**config.mk**
```make
export PLATFORM = sky130hd
export DESIGN_NAME = irqfe_top
export DESIGN_NICKNAME = d
export VERILOG_FILES = /design/src/design/irqfe_pkg.sv /design/src/design/irqfe_req_if.sv /design/src/design/irqfe_classify.sv /design/src/design/irqfe_top.sv
export VERILOG_INCLUDE_DIRS = /design/src /design/src/design
export SDC_FILE = /design/constraint.sdc
export NUM_CORES = 1
export LEC_CHECK = 0
export BUFFER_PORTS_ARGS = -buffer_cell sky130_fd_sc_hd__buf_2
export CORE_MARGIN = 5
export CORE_UTILIZATION = 45
export DETAILED_ROUTE_END_ITERATION = 7
export GPL_TIMING_DRIVEN = 0
export PLACE_DENSITY = 0.7
export SETUP_SLACK_MARGIN = 0.05
export SYNTH_ARGS = -nofsm -noshare
export SYNTH_HDL_FRONTEND = slang
export SYNTH_SLANG_ARGS = --single-unit
```
**constraint.sdc**
```tcl
create_clock -name pclk -period 3.5 [get_ports pclk]
set_input_delay 0.525 -clock pclk [delete_from_list [all_inputs] [get_ports pclk]]
set_output_delay 0.525 -clock pclk [all_outputs]
set_load 0.01 [all_outputs]
```
**src/design/irqfe_params.svh**
```systemverilog
`ifndef IRQFE_PARAMS_SVH
`define IRQFE_PARAMS_SVH

// Byte addresses of the register words.
`define IRQFE_OFF_NORMAL_STATUS 32'hFFFF_F000
`define IRQFE_OFF_FAST_STATUS 32'hFFFF_F004
`define IRQFE_OFF_RAW_STATUS 32'hFFFF_F008
`define IRQFE_OFF_CLASS_SELECT 32'hFFFF_F00C
`define IRQFE_OFF_ENABLE_SET 32'hFFFF_F010
`define IRQFE_OFF_ENABLE_CLEAR 32'hFFFF_F014
`define IRQFE_OFF_FORCE_SET 32'hFFFF_F018
`define IRQFE_OFF_FORCE_CLEAR 32'hFFFF_F01C

// Reset values of the stored registers.
`define IRQFE_RST_CLASS 32'h0000_0000
`define IRQFE_RST_ENABLE 32'h0000_0000
`define IRQFE_RST_FORCE 32'h0000_0000

// Number of request inputs.
`define IRQFE_NUM_REQ 32

`endif

```
**src/design/irqfe_pkg.sv**
```systemverilog
package irqfe_pkg;
	typedef logic [31:0] irqfe_word_t;
	typedef enum logic [3:0] {
		IRQFE_SEL_NONE = 4'b0000,
		IRQFE_SEL_NORMAL = 4'b0001,
		IRQFE_SEL_FAST = 4'b0010,
		IRQFE_SEL_RAW = 4'b0011,
		IRQFE_SEL_CLASS = 4'b0100,
		IRQFE_SEL_ENABLE = 4'b0101,
		IRQFE_SEL_ENCLR = 4'b0110,
		IRQFE_SEL_FSET = 4'b0111,
		IRQFE_SEL_FCLR = 4'b1000
	} irqfe_sel_e;
endpackage

```
**src/design/irqfe_req_if.sv**
```systemverilog
`timescale 1ns/1ps
interface irqfe_req_if;
	logic [31:0] raw;
	logic [31:0] enable;
	logic [31:0] fast_sel;
	logic [31:0] normal_status;
	logic [31:0] fast_status;
	modport ctrl (output raw, output enable, output fast_sel,
		input normal_status, input fast_status);
	modport classify (input raw, input enable, input fast_sel,
		output normal_status, output fast_status);
endinterface

```
**src/design/irqfe_classify.sv**
```systemverilog
`timescale 1ns/1ps
`include "irqfe_params.svh"
module irqfe_classify
	import irqfe_pkg::*;
(
	// Request vectors.
	irqfe_req_if.classify req
);
	genvar i;
	generate
		for (i = 0; i < `IRQFE_NUM_REQ; i++) begin : g_bit
			// A set class bit means fast, clear means normal.
			assign req.normal_status[i] = req.raw[i] & req.enable[i] &
				~req.fast_sel[i];
			assign req.fast_status[i] = req.raw[i] & req.enable[i] &
				req.fast_sel[i];
		end
	endgenerate
endmodule

```
**src/design/irqfe_top.sv**
```systemverilog
// Our own choice: the APB interface to the registers.
`timescale 1ns/1ps
`include "irqfe_params.svh"
// Function
// - Each peripheral request is ORed with its software-force bit first.
// - Writing ones to the force-set register forces those requests.
// - Writing ones to the force-clear register releases those forces.
// - Raw status reads combined requests, ignoring enable and class.
// - Only enabled requests reach the fast or normal line.
// - Reading the enable register returns the current enable bits.
// - Writing ones to the enable register sets those enables.
// - Writing ones to the enable-clear register clears those enables.
// - Each class select bit puts its request in fast or normal.
// - Normal status shows enabled, normal-class, asserted requests.
// - Normal status carries no vectoring information.
// - Fast status shows enabled, fast-class, asserted requests.
// - Fast status flags every active fast request at once.
module irqfe_top
	import irqfe_pkg::*;
(
	// Clock and reset.
	input wire logic pclk,
	input wire logic presetn,
	// APB slave.
	input wire logic psel,
	input wire logic penable,
	input wire logic pwrite,
	input wire logic [31:0] paddr,
	input wire logic [31:0] pwdata,
	output logic [31:0] prdata,
	output logic pready,
	output logic pslverr,
	// Peripheral requests.
	input wire logic [31:0] periph_req,
	// Toward the core and the vectored priority logic.
	output logic fast_interrupt_line,
	output logic [31:0] normal_irq_pending
);
	irqfe_req_if req ();

	irqfe_word_t class_r, class_nxt;
	irqfe_word_t enable_r, enable_nxt;
	irqfe_word_t force_r, force_nxt;
	irqfe_word_t rdata_r, rdata_nxt;
	logic fast_r, fast_nxt;
	irqfe_word_t normal_r, normal_nxt;
	irqfe_sel_e sel;
	logic wr_en;
	logic rd_en;

	function automatic irqfe_sel_e decode(input logic [31:0] a);
		unique case (a)
			`IRQFE_OFF_NORMAL_STATUS: decode = IRQFE_SEL_NORMAL;
			`IRQFE_OFF_FAST_STATUS: decode = IRQFE_SEL_FAST;
			`IRQFE_OFF_RAW_STATUS: decode = IRQFE_SEL_RAW;
			`IRQFE_OFF_CLASS_SELECT: decode = IRQFE_SEL_CLASS;
			`IRQFE_OFF_ENABLE_SET: decode = IRQFE_SEL_ENABLE;
			`IRQFE_OFF_ENABLE_CLEAR: decode = IRQFE_SEL_ENCLR;
			`IRQFE_OFF_FORCE_SET: decode = IRQFE_SEL_FSET;
			`IRQFE_OFF_FORCE_CLEAR: decode = IRQFE_SEL_FCLR;
			default: decode = IRQFE_SEL_NONE;
		endcase
	endfunction

	assign req.raw = periph_req | force_r;
	assign req.enable = enable_r;
	assign req.fast_sel = class_r;
	irqfe_classify u_classify (
		.req(req)
	);

	// The slave answers in the first access cycle, so no wait states.
	assign sel = decode(paddr);
	assign wr_en = psel & penable & pwrite;
	assign rd_en = psel & ~penable & ~pwrite;
	assign pready = 1'b1;
	assign pslverr = 1'b0;
	assign prdata = rdata_r;
	assign fast_interrupt_line = fast_r;
	assign normal_irq_pending = normal_r;

	// Ones in the written word set or clear the matching bits.
	function automatic irqfe_word_t set_ones(input irqfe_word_t cur,
		input irqfe_word_t wd);
		set_ones = cur | wd;
	endfunction

	function automatic irqfe_word_t clear_ones(input irqfe_word_t cur,
		input irqfe_word_t wd);
		clear_ones = cur & ~wd;
	endfunction

	always_comb begin
		class_nxt = class_r;
		if (wr_en && sel == IRQFE_SEL_CLASS) begin
			class_nxt = pwdata;
		end
	end

	always_comb begin
		enable_nxt = enable_r;
		if (wr_en && sel == IRQFE_SEL_ENABLE) begin
			enable_nxt = set_ones(enable_r, pwdata);
		end else if (wr_en && sel == IRQFE_SEL_ENCLR) begin
			enable_nxt = clear_ones(enable_r, pwdata);
		end
	end

	// Set and clear sit at separate addresses, so they never meet.
	always_comb begin
		force_nxt = force_r;
		if (wr_en && sel == IRQFE_SEL_FSET) begin
			force_nxt = set_ones(force_r, pwdata);
		end else if (wr_en && sel == IRQFE_SEL_FCLR) begin
			force_nxt = clear_ones(force_r, pwdata);
		end
	end

	// Read data is captured in the setup cycle and held through access.
	always_comb begin
		rdata_nxt = rdata_r;
		if (rd_en) begin
			unique case (sel)
				IRQFE_SEL_NORMAL: rdata_nxt = req.normal_status;
				IRQFE_SEL_FAST: rdata_nxt = req.fast_status;
				IRQFE_SEL_RAW: rdata_nxt = req.raw;
				IRQFE_SEL_CLASS: rdata_nxt = class_r;
				IRQFE_SEL_ENABLE: rdata_nxt = enable_r;
				IRQFE_SEL_FSET: rdata_nxt = force_r;
				default: rdata_nxt = 32'h0000_0000;
			endcase
		end
	end

	always_comb begin
		fast_nxt = |req.fast_status;
		normal_nxt = req.normal_status;
	end

	always_ff @(posedge pclk or negedge presetn) begin
		if (!presetn) begin
			class_r <= `IRQFE_RST_CLASS;
		end else begin
			class_r <= class_nxt;
		end
	end

	always_ff @(posedge pclk or negedge presetn) begin
		if (!presetn) begin
			enable_r <= `IRQFE_RST_ENABLE;
		end else begin
			enable_r <= enable_nxt;
		end
	end

	always_ff @(posedge pclk or negedge presetn) begin
		if (!presetn) begin
			force_r <= `IRQFE_RST_FORCE;
		end else begin
			force_r <= force_nxt;
		end
	end

	always_ff @(posedge pclk or negedge presetn) begin
		if (!presetn) begin
			rdata_r <= 32'h0000_0000;
		end else begin
			rdata_r <= rdata_nxt;
		end
	end

	always_ff @(posedge pclk or negedge presetn) begin
		if (!presetn) begin
			fast_r <= 1'b0;
			normal_r <= 32'h0000_0000;
		end else begin
			fast_r <= fast_nxt;
			normal_r <= normal_nxt;
		end
	end

	// Stored words change only through their own write addresses.
	force_set_a: assert property (@(posedge pclk)
		disable iff (!presetn)
		wr_en && sel == IRQFE_SEL_FSET |=>
		force_r == ($past(force_r) | $past(pwdata)))
		else $error("force set write wrong");

	force_clear_a: assert property (@(posedge pclk)
		disable iff (!presetn)
		wr_en && sel == IRQFE_SEL_FCLR |=>
		force_r == ($past(force_r) & ~$past(pwdata)))
		else $error("force clear write wrong");

	force_hold_a: assert property (@(posedge pclk)
		disable iff (!presetn)
		!(wr_en && (sel == IRQFE_SEL_FSET || sel == IRQFE_SEL_FCLR))
		|=> $stable(force_r))
		else $error("force bits moved without a write");

	enable_set_a: assert property (@(posedge pclk)
		disable iff (!presetn)
		wr_en && sel == IRQFE_SEL_ENABLE |=>
		enable_r == ($past(enable_r) | $past(pwdata)))
		else $error("enable set write wrong");

	enable_clear_a: assert property (@(posedge pclk)
		disable iff (!presetn)
		wr_en && sel == IRQFE_SEL_ENCLR |=>
		enable_r == ($past(enable_r) & ~$past(pwdata)))
		else $error("enable clear write wrong");

	enable_hold_a: assert property (@(posedge pclk)
		disable iff (!presetn)
		!(wr_en && (sel == IRQFE_SEL_ENABLE || sel == IRQFE_SEL_ENCLR))
		|=> $stable(enable_r))
		else $error("enable bits moved without a write");

	class_write_a: assert property (@(posedge pclk)
		disable iff (!presetn)
		wr_en && sel == IRQFE_SEL_CLASS |=>
		class_r == $past(pwdata))
		else $error("class write wrong");

	class_hold_a: assert property (@(posedge pclk)
		disable iff (!presetn)
		!(wr_en && sel == IRQFE_SEL_CLASS) |=> $stable(class_r))
		else $error("class bits moved without a write");

	// Read data shows the state sampled at the setup edge.
	raw_read_a: assert property (@(posedge pclk)
		disable iff (!presetn)
		rd_en && sel == IRQFE_SEL_RAW |=>
		prdata == ($past(periph_req) | $past(force_r)))
		else $error("raw status read wrong");

	enable_read_a: assert property (@(posedge pclk)
		disable iff (!presetn)
		rd_en && sel == IRQFE_SEL_ENABLE |=>
		prdata == $past(enable_r))
		else $error("enable read wrong");

	class_read_a: assert property (@(posedge pclk)
		disable iff (!presetn)
		rd_en && sel == IRQFE_SEL_CLASS |=>
		prdata == $past(class_r))
		else $error("class read wrong");

	force_read_a: assert property (@(posedge pclk)
		disable iff (!presetn)
		rd_en && sel == IRQFE_SEL_FSET |=>
		prdata == $past(force_r))
		else $error("force read wrong");

	normal_read_a: assert property (@(posedge pclk)
		disable iff (!presetn)
		rd_en && sel == IRQFE_SEL_NORMAL |=>
		prdata == (($past(periph_req) | $past(force_r)) &
		$past(enable_r) & ~$past(class_r)))
		else $error("normal status read wrong");

	fast_read_a: assert property (@(posedge pclk)
		disable iff (!presetn)
		rd_en && sel == IRQFE_SEL_FAST |=>
		prdata == (($past(periph_req) | $past(force_r)) &
		$past(enable_r) & $past(class_r)))
		else $error("fast status read wrong");

	wronly_read_a: assert property (@(posedge pclk)
		disable iff (!presetn)
		rd_en && (sel == IRQFE_SEL_ENCLR || sel == IRQFE_SEL_FCLR ||
		sel == IRQFE_SEL_NONE) |=> prdata == 32'h0000_0000)
		else $error("write-only or unmapped read not zero");

	// The classifier splits enabled requests by class bit.
	normal_class_a: assert property (@(posedge pclk)
		disable iff (!presetn)
		req.normal_status ==
		((periph_req | force_r) & enable_r & ~class_r))
		else $error("normal classification wrong");

	fast_class_a: assert property (@(posedge pclk)
		disable iff (!presetn)
		req.fast_status ==
		((periph_req | force_r) & enable_r & class_r))
		else $error("fast classification wrong");

	class_disjoint_a: assert property (@(posedge pclk)
		disable iff (!presetn)
		(req.normal_status & req.fast_status) == 32'h0000_0000)
		else $error("class overlap");

	// The outgoing lines trail the status by one cycle.
	normal_status_a: assert property (@(posedge pclk)
		disable iff (!presetn)
		##1 normal_irq_pending ==
		(($past(periph_req) | $past(force_r)) & $past(enable_r) &
		~$past(class_r)))
		else $error("normal status wrong");

	fast_line_a: assert property (@(posedge pclk)
		disable iff (!presetn)
		##1 fast_interrupt_line ==
		(|(($past(periph_req) | $past(force_r)) & $past(enable_r) &
		$past(class_r))))
		else $error("fast line wrong");

	disabled_quiet_a: assert property (@(posedge pclk)
		disable iff (!presetn)
		enable_r == 32'h0000_0000 |=> !fast_interrupt_line &&
		normal_irq_pending == 32'h0000_0000)
		else $error("disabled request reached a line");

	forced_fast_a: assert property (@(posedge pclk)
		disable iff (!presetn)
		(force_r & enable_r & class_r) != 32'h0000_0000 |=>
		fast_interrupt_line)
		else $error("forced fast request missed the line");

	fast_line_low_a: assert property (@(posedge pclk)
		disable iff (!presetn)
		class_r == 32'h0000_0000 |=> !fast_interrupt_line)
		else $error("fast line high with no fast class");
endmodule

```
==> results.md, run 1 <==
- Clock Tree Buf Depth: 2
- Clock share of power: 45.7%
- Post-synth EDFFs: 0
- Cell Area, Placed: 9420 sq um
- Startpoint Class: input pin
- Post-CTS Resized: 0
- Setup CP Type: in -> reg
- Post-synthesis xor/xnor area fraction: 0.953%
- CP required: 3820 ps
- Leading area contributor after synthesis: dfrtp_1
- Worst EP arrival: 3380 ps
- Adder-Cell Fraction of Synth Area: 0%
- Distinct cells, synth: 63
- Status: completed
- Sw Pwr: 0.947 mW
- Int Pwr: 2.99 mW
- Sequential share of power: 47.3%
- Endpoints failing hold: 0
- Post-Place Cells: 1,223
- Post-Syn Instances: 829
- RSZ-0062 raised after global routing: no
- Hold_ws: 76.9 ps
- Vias in the first global route: 7,393
- Die Wd: 146 um
- Port Buffers: 163
- P&R area growth vs syn: 20.8%
- Syn Nets: 930
- DRT Wirelength: 27.5 mm
- Leakage power: 5.07 nW
- Max Clock Skew: 10.5 ps
- Async set-reset flop share out of synthesis: 100%
- Final period utilization: 87.4%
- Final Non-Filler Cells: 1,259
- Hold Path Class: in -> async
- 1st-pass router iterations: 5
- Ys Warns: 0
- Max Transition Viols Final: 0
- Minimum clock period: 3060 ps
- VDD IR max: 0.329 mV
- Post-detailed-route wirelength per cell: 21.8 um
- Antenna viol nets, final: 0
- Fin Setup TNS: 0 ps
- Simple-gate share of the synthesized area: 14.5%
- Total Routing Usage GR: 25.8%
- Largest net degree at the start of global routing: 87
- DRT iter0 DRCs: 738
- Root buffer cell: clkbuf_16
- Routability Congestion: 0.937
- Number of remaining DRC errors: 0
- Post-route cell area: 9990 sq um
- CP max FO: 10
- Clock sinks: 161
- Multiplexer share of the synthesized area: 11.8%
- Initial Util: 45.9%
- Share of the synthesized area in the top cell type: 48.7%
- Postcts setup bufs: 0
- Die H: 146 um
- Overflow after GRT: 0
- Vias post-DR: 7,574
- Routed vias/inst: 6.02
- Fmax: 327 MHz
- Post-CTS Hold Buffers: 0
- Footprint of the multi-input gates: 3860 sq um
- Rel. slew slack: 26.8%
- Final setup violation count: 0
- Full die area: 21,200 sq um
- Post-Syn Area per Cell: 9.98 sq um
- First-pass GRT wire length: 42.8 mm
- Share of layout cells above drive strength 1: 23.6%
- Clk Latency, worst-skew pair: 440 ps
- Worst-margin pin slew: 1090 ps
- Switch share: 24.0%
- Register area: 4030 sq um
- Register area share after synthesis: 48.7%
- CTS H-tree depth: 4
- Post-DP HPWL: 19.5 mm
- Top FF cell, synth: dfrtp_1
- Combinational share of power: 7.0%
- Synth Area in Compound Gates: 19.2%
- Top post-synthesis cells by area: dfrtp_1 (49%), mux2i_1 (6.1%), nand2_1 (5.5%)
- Layout Nets: 1,114
- IO Count: 168
- Worst-path clk slew: 60 ps
- Rows: 49
- Core area: 18,000 sq um
- Power per cell area: 394 nW/um^2
- CTS buffer count: 17
- Mapped Area: 8270 sq um
- Kind of end point of the critical path: flip-flop
- MaxCap Viol Count: 0
- Antenna violations before repair: 8
- Post-synthesis register bit count: 161
- Filler cells: 1,647
- CTS tree: done
- Largest family of logic cells by synthesized area: compound AO/OA/AOI/OAI gates
-- cells in the final DEF, fill, tap and decap left out, types with 4 or more instances in the layout --
master and count:
or4_1 6, buf_6 4, xor2_1 7, and2_1 6, nand4b_1 4, o31ai_1 4, clkbuf_1 40, inv_1 43
diode_2 6, nand4_1 8, a22oi_1 12, o22ai_1 28, nand3_1 7, o211ai_1 20, o311ai_0 6, mux2_4 30
nor3_1 10, mux2i_1 50, nand2b_1 4, buf_2 165, a211oi_1 14, a32oi_1 8, dfrtp_1 161, a21oi_1 21
a2111oi_0 4, a22o_1 33, o21ai_0 51, clkbuf_16 17, nor2_1 54, nand2_1 121, nor3b_1 13
-- per-stage QoR --
| step | util, % | total power [mW] | worst slack (ps) |
|---|---|---|---|
| after floorplan | - | 1.99 | 734 |
| after global placement | 52.0 | 2.16 | -610 |
| after detailed placement | 52.3 | 2.17 | 41.3 |
| after CTS | 55.3 | 3.96 | 469 |
| after global routing | 55.4 | 4.06 | 296 |
| final | 55.4 | 3.94 | 440 |
-- synthesized netlist by cell type (all sizes together), types with 13 or more instances --
library cell / n
a211oi: 14
a21oi: 21
a22o: 33
clkbuf: 37
dfrtp: 161
inv: 43
mux2: 32
mux2i: 50
nand2: 121
nor2: 54
nor3b: 13
o211ai: 20
o21ai: 52
o22ai: 28
-- cell families after synthesis --
family | Yosys count
AOI/OAI and AO/OA | 229
other | 2
muxes | 82
buffers and inverters | 93
and+or+nand+nor | 253
xor gates and xnor gates | 9
DFF | 161
-- routing by layer --
layer  track usage (%)  wire [um]  share of wire, %  vias to the layer above
li1                  -          -                 -                     3394
met1              35.0      11300                41                     3694
met2              38.5      12400                45                      409
met3              7.32       2740                10                       71
met4              11.3        980               3.6                        6
met5                 0         37              0.13                        -
-- power groups by stage --
stage               Combinational (mW)  Clock (mW)  Sequential (mW)
floorplan                       0.0979           0             1.90
global route                     0.301        1.90             1.86
CTS                              0.273        1.82             1.86
global placement                 0.263           0             1.90
finish                           0.276        1.80             1.86
detailed placement               0.271           0             1.90
-- critical path: stages --
cell and delay (ps):
buf_2 100, or4b_1 510, or4_1 470, buf_2 200
nor4b_2 660, clkbuf_1 590, nand2_1 120, a22o_1 200
-- path summary, 6_finish.rpt --
path                            slack (ps)                      to  cells after the start        from
max in group asynchronous             2620  normal_irq_pending[29]                      2     presetn
worst max register to register        1140     fast_interrupt_line                      5   flip-flop
min in group pclk                      350               flip-flop                      2  pwdata[27]
worst min register to register         470               prdata[0]                      1   prdata[0]
worst max-delay path                   440               flip-flop                      8   paddr[10]
worst min-delay path                    80               async pin                      1     presetn
-- final cells by class --
cell class	count	share of cell area [%]
Clock inverter	10	1.15
Clock buffer	20	4.37
Sequential cell	161	40.3
Tap cell	229	2.87
Inverter	44	1.65
Timing Repair Buffer	165	8.62
Multi-Input combinational cell	575	38.6
Antenna cell	6	0.150
Buffer	49	2.25
(Power assumes the default switching activity.)
==> inputs of run 2 (changes only) <==
--- a/config.mk
+++ b/config.mk
@@ -6,6 +6,7 @@
 export SDC_FILE = /design/constraint.sdc
 export NUM_CORES = 1
 export LEC_CHECK = 0
+export ABC_AREA = 1
 export BUFFER_PORTS_ARGS = -buffer_cell sky130_fd_sc_hd__buf_2
 export CORE_MARGIN = 5
 export CORE_UTILIZATION = 45
@@ -13,6 +14,7 @@
 export GPL_TIMING_DRIVEN = 0
 export PLACE_DENSITY = 0.7
 export SETUP_SLACK_MARGIN = 0.05
+export SLEW_MARGIN = 20
 export SYNTH_ARGS = -nofsm -noshare
 export SYNTH_HDL_FRONTEND = slang
 export SYNTH_SLANG_ARGS = --single-unit
==> constraint.sdc (replaced) <==
create_clock -name pclk -period 3.5 [get_ports pclk]
set_input_delay 0.525 -clock pclk [delete_from_list [all_inputs] [get_ports pclk]]
set_output_delay 0.525 -clock pclk [all_outputs]
set_load 0.02 [all_outputs]
==> run 2 against run 1 <==
Net effect: clock power increased by 7%; fmax rose by 59%; clock-buffer cell count up 2.
==> results.md, run 2 <==
- Top post-synthesis cells by area: dfrtp_1 (47%), nand2_1 (17%), nand3_1 (11%) (was dfrtp_1 (49%), mux2i_1 (6.1%), nand2_1 (5.5%))
- Post-DP HPWL: 18.6 mm (was 19.5 mm)
- CTS buffer count: 17 (unchanged)
- Final setup violation count: 0 (unchanged)
- Total Routing Usage GR: 24.8% (was 25.8%)
- P&R area growth vs syn: 20.5% (was 20.8%)
- Port Buffers: 165 (was 163)
- FF-to-FF path depth: 5 (unchanged)
- Syn Nets: 1,221 (was 930)
- Die H: 148 um (was 146 um)
- Most common cell after layout, fill and taps aside: nand2_1 (was buf_2)
- Post-CTS Hold Buffers: 0 (unchanged)
- DRT Wirelength: 27.0 mm (was 27.5 mm)
- Die Wd: 148 um (was 146 um)
- Clk Latency, worst-skew pair: 440 ps (about the same)
- Startpoint Class: input pin (unchanged)
- Leading area contributor after synthesis: dfrtp_1 (unchanged)
- Routed vias/inst: 5.42 (was 6.02)
- Post-detailed-route wirelength per cell: 17.4 um (was 21.8 um)
- Max Clock Skew: 7.46 ps (was 10.5 ps)
- 1st-pass router iterations: 6 (was 5)
- Util after Layout: 55.1% (was 55.4%)
- Post-synth EDFFs: 0 (unchanged)
- Clock sinks: 161 (unchanged)
- Status: completed (unchanged)
- Async set-reset flop share out of synthesis: 100% (unchanged)
- Most frequent cells in the layout: nand2_1 (384), buf_2 (196), nand3_1 (194), dfrtp_1 (161), nor2_1 (94) (was buf_2 (165), dfrtp_1 (161), nand2_1 (121), nor2_1 (54), o21ai_0 (51))
- Clock Tree Buf Depth: 2 (unchanged)
- Antenna violations before repair: 1 (was 8)
- Post-synthesis register bit count: 161 (unchanged)
- Hold_ws: 18.6 ps (was 76.9 ps)
- Leakage power: 5.58 nW (was 5.07 nW)
- Worst-margin pin slew: 773 ps (was 1090 ps)
- Setup CP Type: in -> reg (unchanged)
- Post-Syn Area per Cell: 7.64 sq um (was 9.98 sq um)
- Worst-path clk slew: 60 ps (about the same)
- Slowest stage cell, crit path: nor2_1 (was nor4b_2)
- MaxCap Viol Count: 0 (unchanged)
- Largest net degree at the start of global routing: 94 (was 87)
- Routability Congestion: 0.882 (was 0.937)
- Vias in the first global route: 8,105 (was 7,393)
- Initial Util: 45.8% (was 45.9%)
- Share of layout cells above drive strength 1: 23.2% (was 23.6%)
- Distinct cells, synth: 21 (was 63)
- Top FF cell, synth: dfrtp_1 (unchanged)
- Post-Syn Instances: 1,120 (was 829)
- Worst EP arrival: 2300 ps (was 3380 ps)
- CP max FO: 10 (unchanged)
- Top-count cell post-synth: nand2_1 (was dfrtp_1)
- Share of the synthesized area in the top cell type: 47.1% (was 48.7%)
- RSZ-0062 raised after global routing: no (unchanged)
- Final period utilization: 54.9% (was 87.4%)
- CP required: 3880 ps (was 3820 ps)
- Register area share after synthesis: 47.1% (was 48.7%)
- CTS H-tree depth: 4 (unchanged)
- Kind of end point of the critical path: flip-flop (unchanged)
- Max Transition Viols Final: 0 (unchanged)
- Postcts setup bufs: 0 (unchanged)
- Rel. slew slack: 48.1% (was 26.8%)
- Fmax: 521 MHz (was 327 MHz)
- Reg2Reg Setup Slack: 2000 ps (was 1140 ps)
- Minimum clock period: 1920 ps (was 3060 ps)
- Power per cell area: 384 nW/um^2 (was 394 nW/um^2)
- VDD IR max: 0.314 mV (was 0.329 mV)
- Hold Path Class: in -> async (unchanged)
- Number of remaining DRC errors: 0 (unchanged)
- Vias post-DR: 8,408 (was 7,574)
- Layout Nets: 1,406 (was 1,114)
- Post-CTS Resized: 0 (unchanged)
- Critical-path cell list: buf_2 > inv_1 > nand2_1 > nor2_1 > nand2_1 > nor2_1 > buf_2 > nand3_1 > nand2_1 > nor2_1 > nand2_1 > nand2_1 > nand2_1 (was buf_2 > or4b_1 > or4_1 > buf_2 > nor4b_2 > clkbuf_1 > nand2_1 > a22o_1)
- CTS tree: done (unchanged)
- Full die area: 21,900 sq um (was 21,200 sq um)
- Core area: 18,700 sq um (was 18,000 sq um)
- Mapped Area: 8560 sq um (was 8270 sq um)
- CP peak stage delay: 430 ps (was 660 ps)
- Rows: 50 (was 49)
- DRT iter0 DRCs: 906 (was 738)
- Endpoints failing hold: 0 (unchanged)
- Overflow after GRT: 0 (unchanged)
- Root buffer cell: clkbuf_16 (unchanged)
- Crit-path most repeated cell: nand2_1 (was buf_2)
- Synth cell count leaders: nand2_1 (384), nand3_1 (194), dfrtp_1 (161), nor2_1 (94), o21ai_1 (60) (was dfrtp_1 (161), nand2_1 (121), nor2_1 (54), o21ai_0 (51), mux2i_1 (50))
- Antenna viol nets, final: 0 (unchanged)
- Ys Warns: 0 (unchanged)
- IO Count: 168 (unchanged)
- First-pass GRT wire length: 42.6 mm (was 42.8 mm)
## run 2: where the power goes
part	internal (mW)	switching, mW
Sequential	1.86	0.00000000117
Combinational	0.0650	0.107
Clock	1.15	0.774
Total	3.08	0.882
## run 2: cell type report
| class | count | area [sq um] |
|---|---|---|
| Fill cell | 1731 | 8390 |
| Sequential cell | 161 | 4030 |
| Multi-Input combinational cell | 846 | 4010 |
| Timing Repair Buffer | 166 | 863 |
| Clock buffer | 22 | 464 |
| Buffer | 59 | 318 |
| Tap cell | 234 | 293 |
| Inverter | 54 | 203 |
| Clock inverter | 9 | 131 |
| Antenna cell | 1 | 2.50 |
## run 2: worst max-delay path, delay by kind of cell
family	cells	cell delay, ps
buffers and inverters	3	490
AND/OR/NAND/NOR	10	1260
## run 2: cells by family after synthesis
kind of cell	after synthesis	synth area share, %
mux	32	5.52
compound gates	96	5.61
other cells	2	0.0877
simple gates	716	35.6
flops	161	47.1
buf+inv	113	6.08
## run 2: path summary, 6_finish.rpt
kind,startpoint,end
min in group pclk,pwdata[10],class_r[10]
setup / recovery,paddr[6],prdata[6]
hold reg to reg,prdata[24],prdata[24]
setup reg to reg,flip-flop,fast_interrupt_line
max in group asynchronous,presetn,async pin
hold / removal,presetn,prdata[4]
## run 2: per-stage QoR
step | power (mW) | cell area [sq um] | setup slack, ps | instances | TNS (ps)
2_1_floorplan | 1.94 | 8560 | 1690 | 1120 | 0
3_3_place_gp | 2.06 | 9680 | -616 | 1519 | -98060
3_5_place_dp | 2.07 | 9720 | 1160 | 1520 | 0
4_1_cts | 3.97 | 10300 | 1610 | 1551 | 0
5_1_grt | 4.07 | 10300 | 1380 | 1552 | 0
6_report | 3.96 | 10300 | 1580 | 1552 | 0
## run 2: layer usage
layer / vias up / track usage [%] / wire, um
met1: 3923 / 33.9 / 11600
met3: 63 / 4.87 / 2340
li1: 4014 / - / -
met2: 408 / 38.4 / 12300
met5: - / 0 / 0
met4: 0 / 10.7 / 706
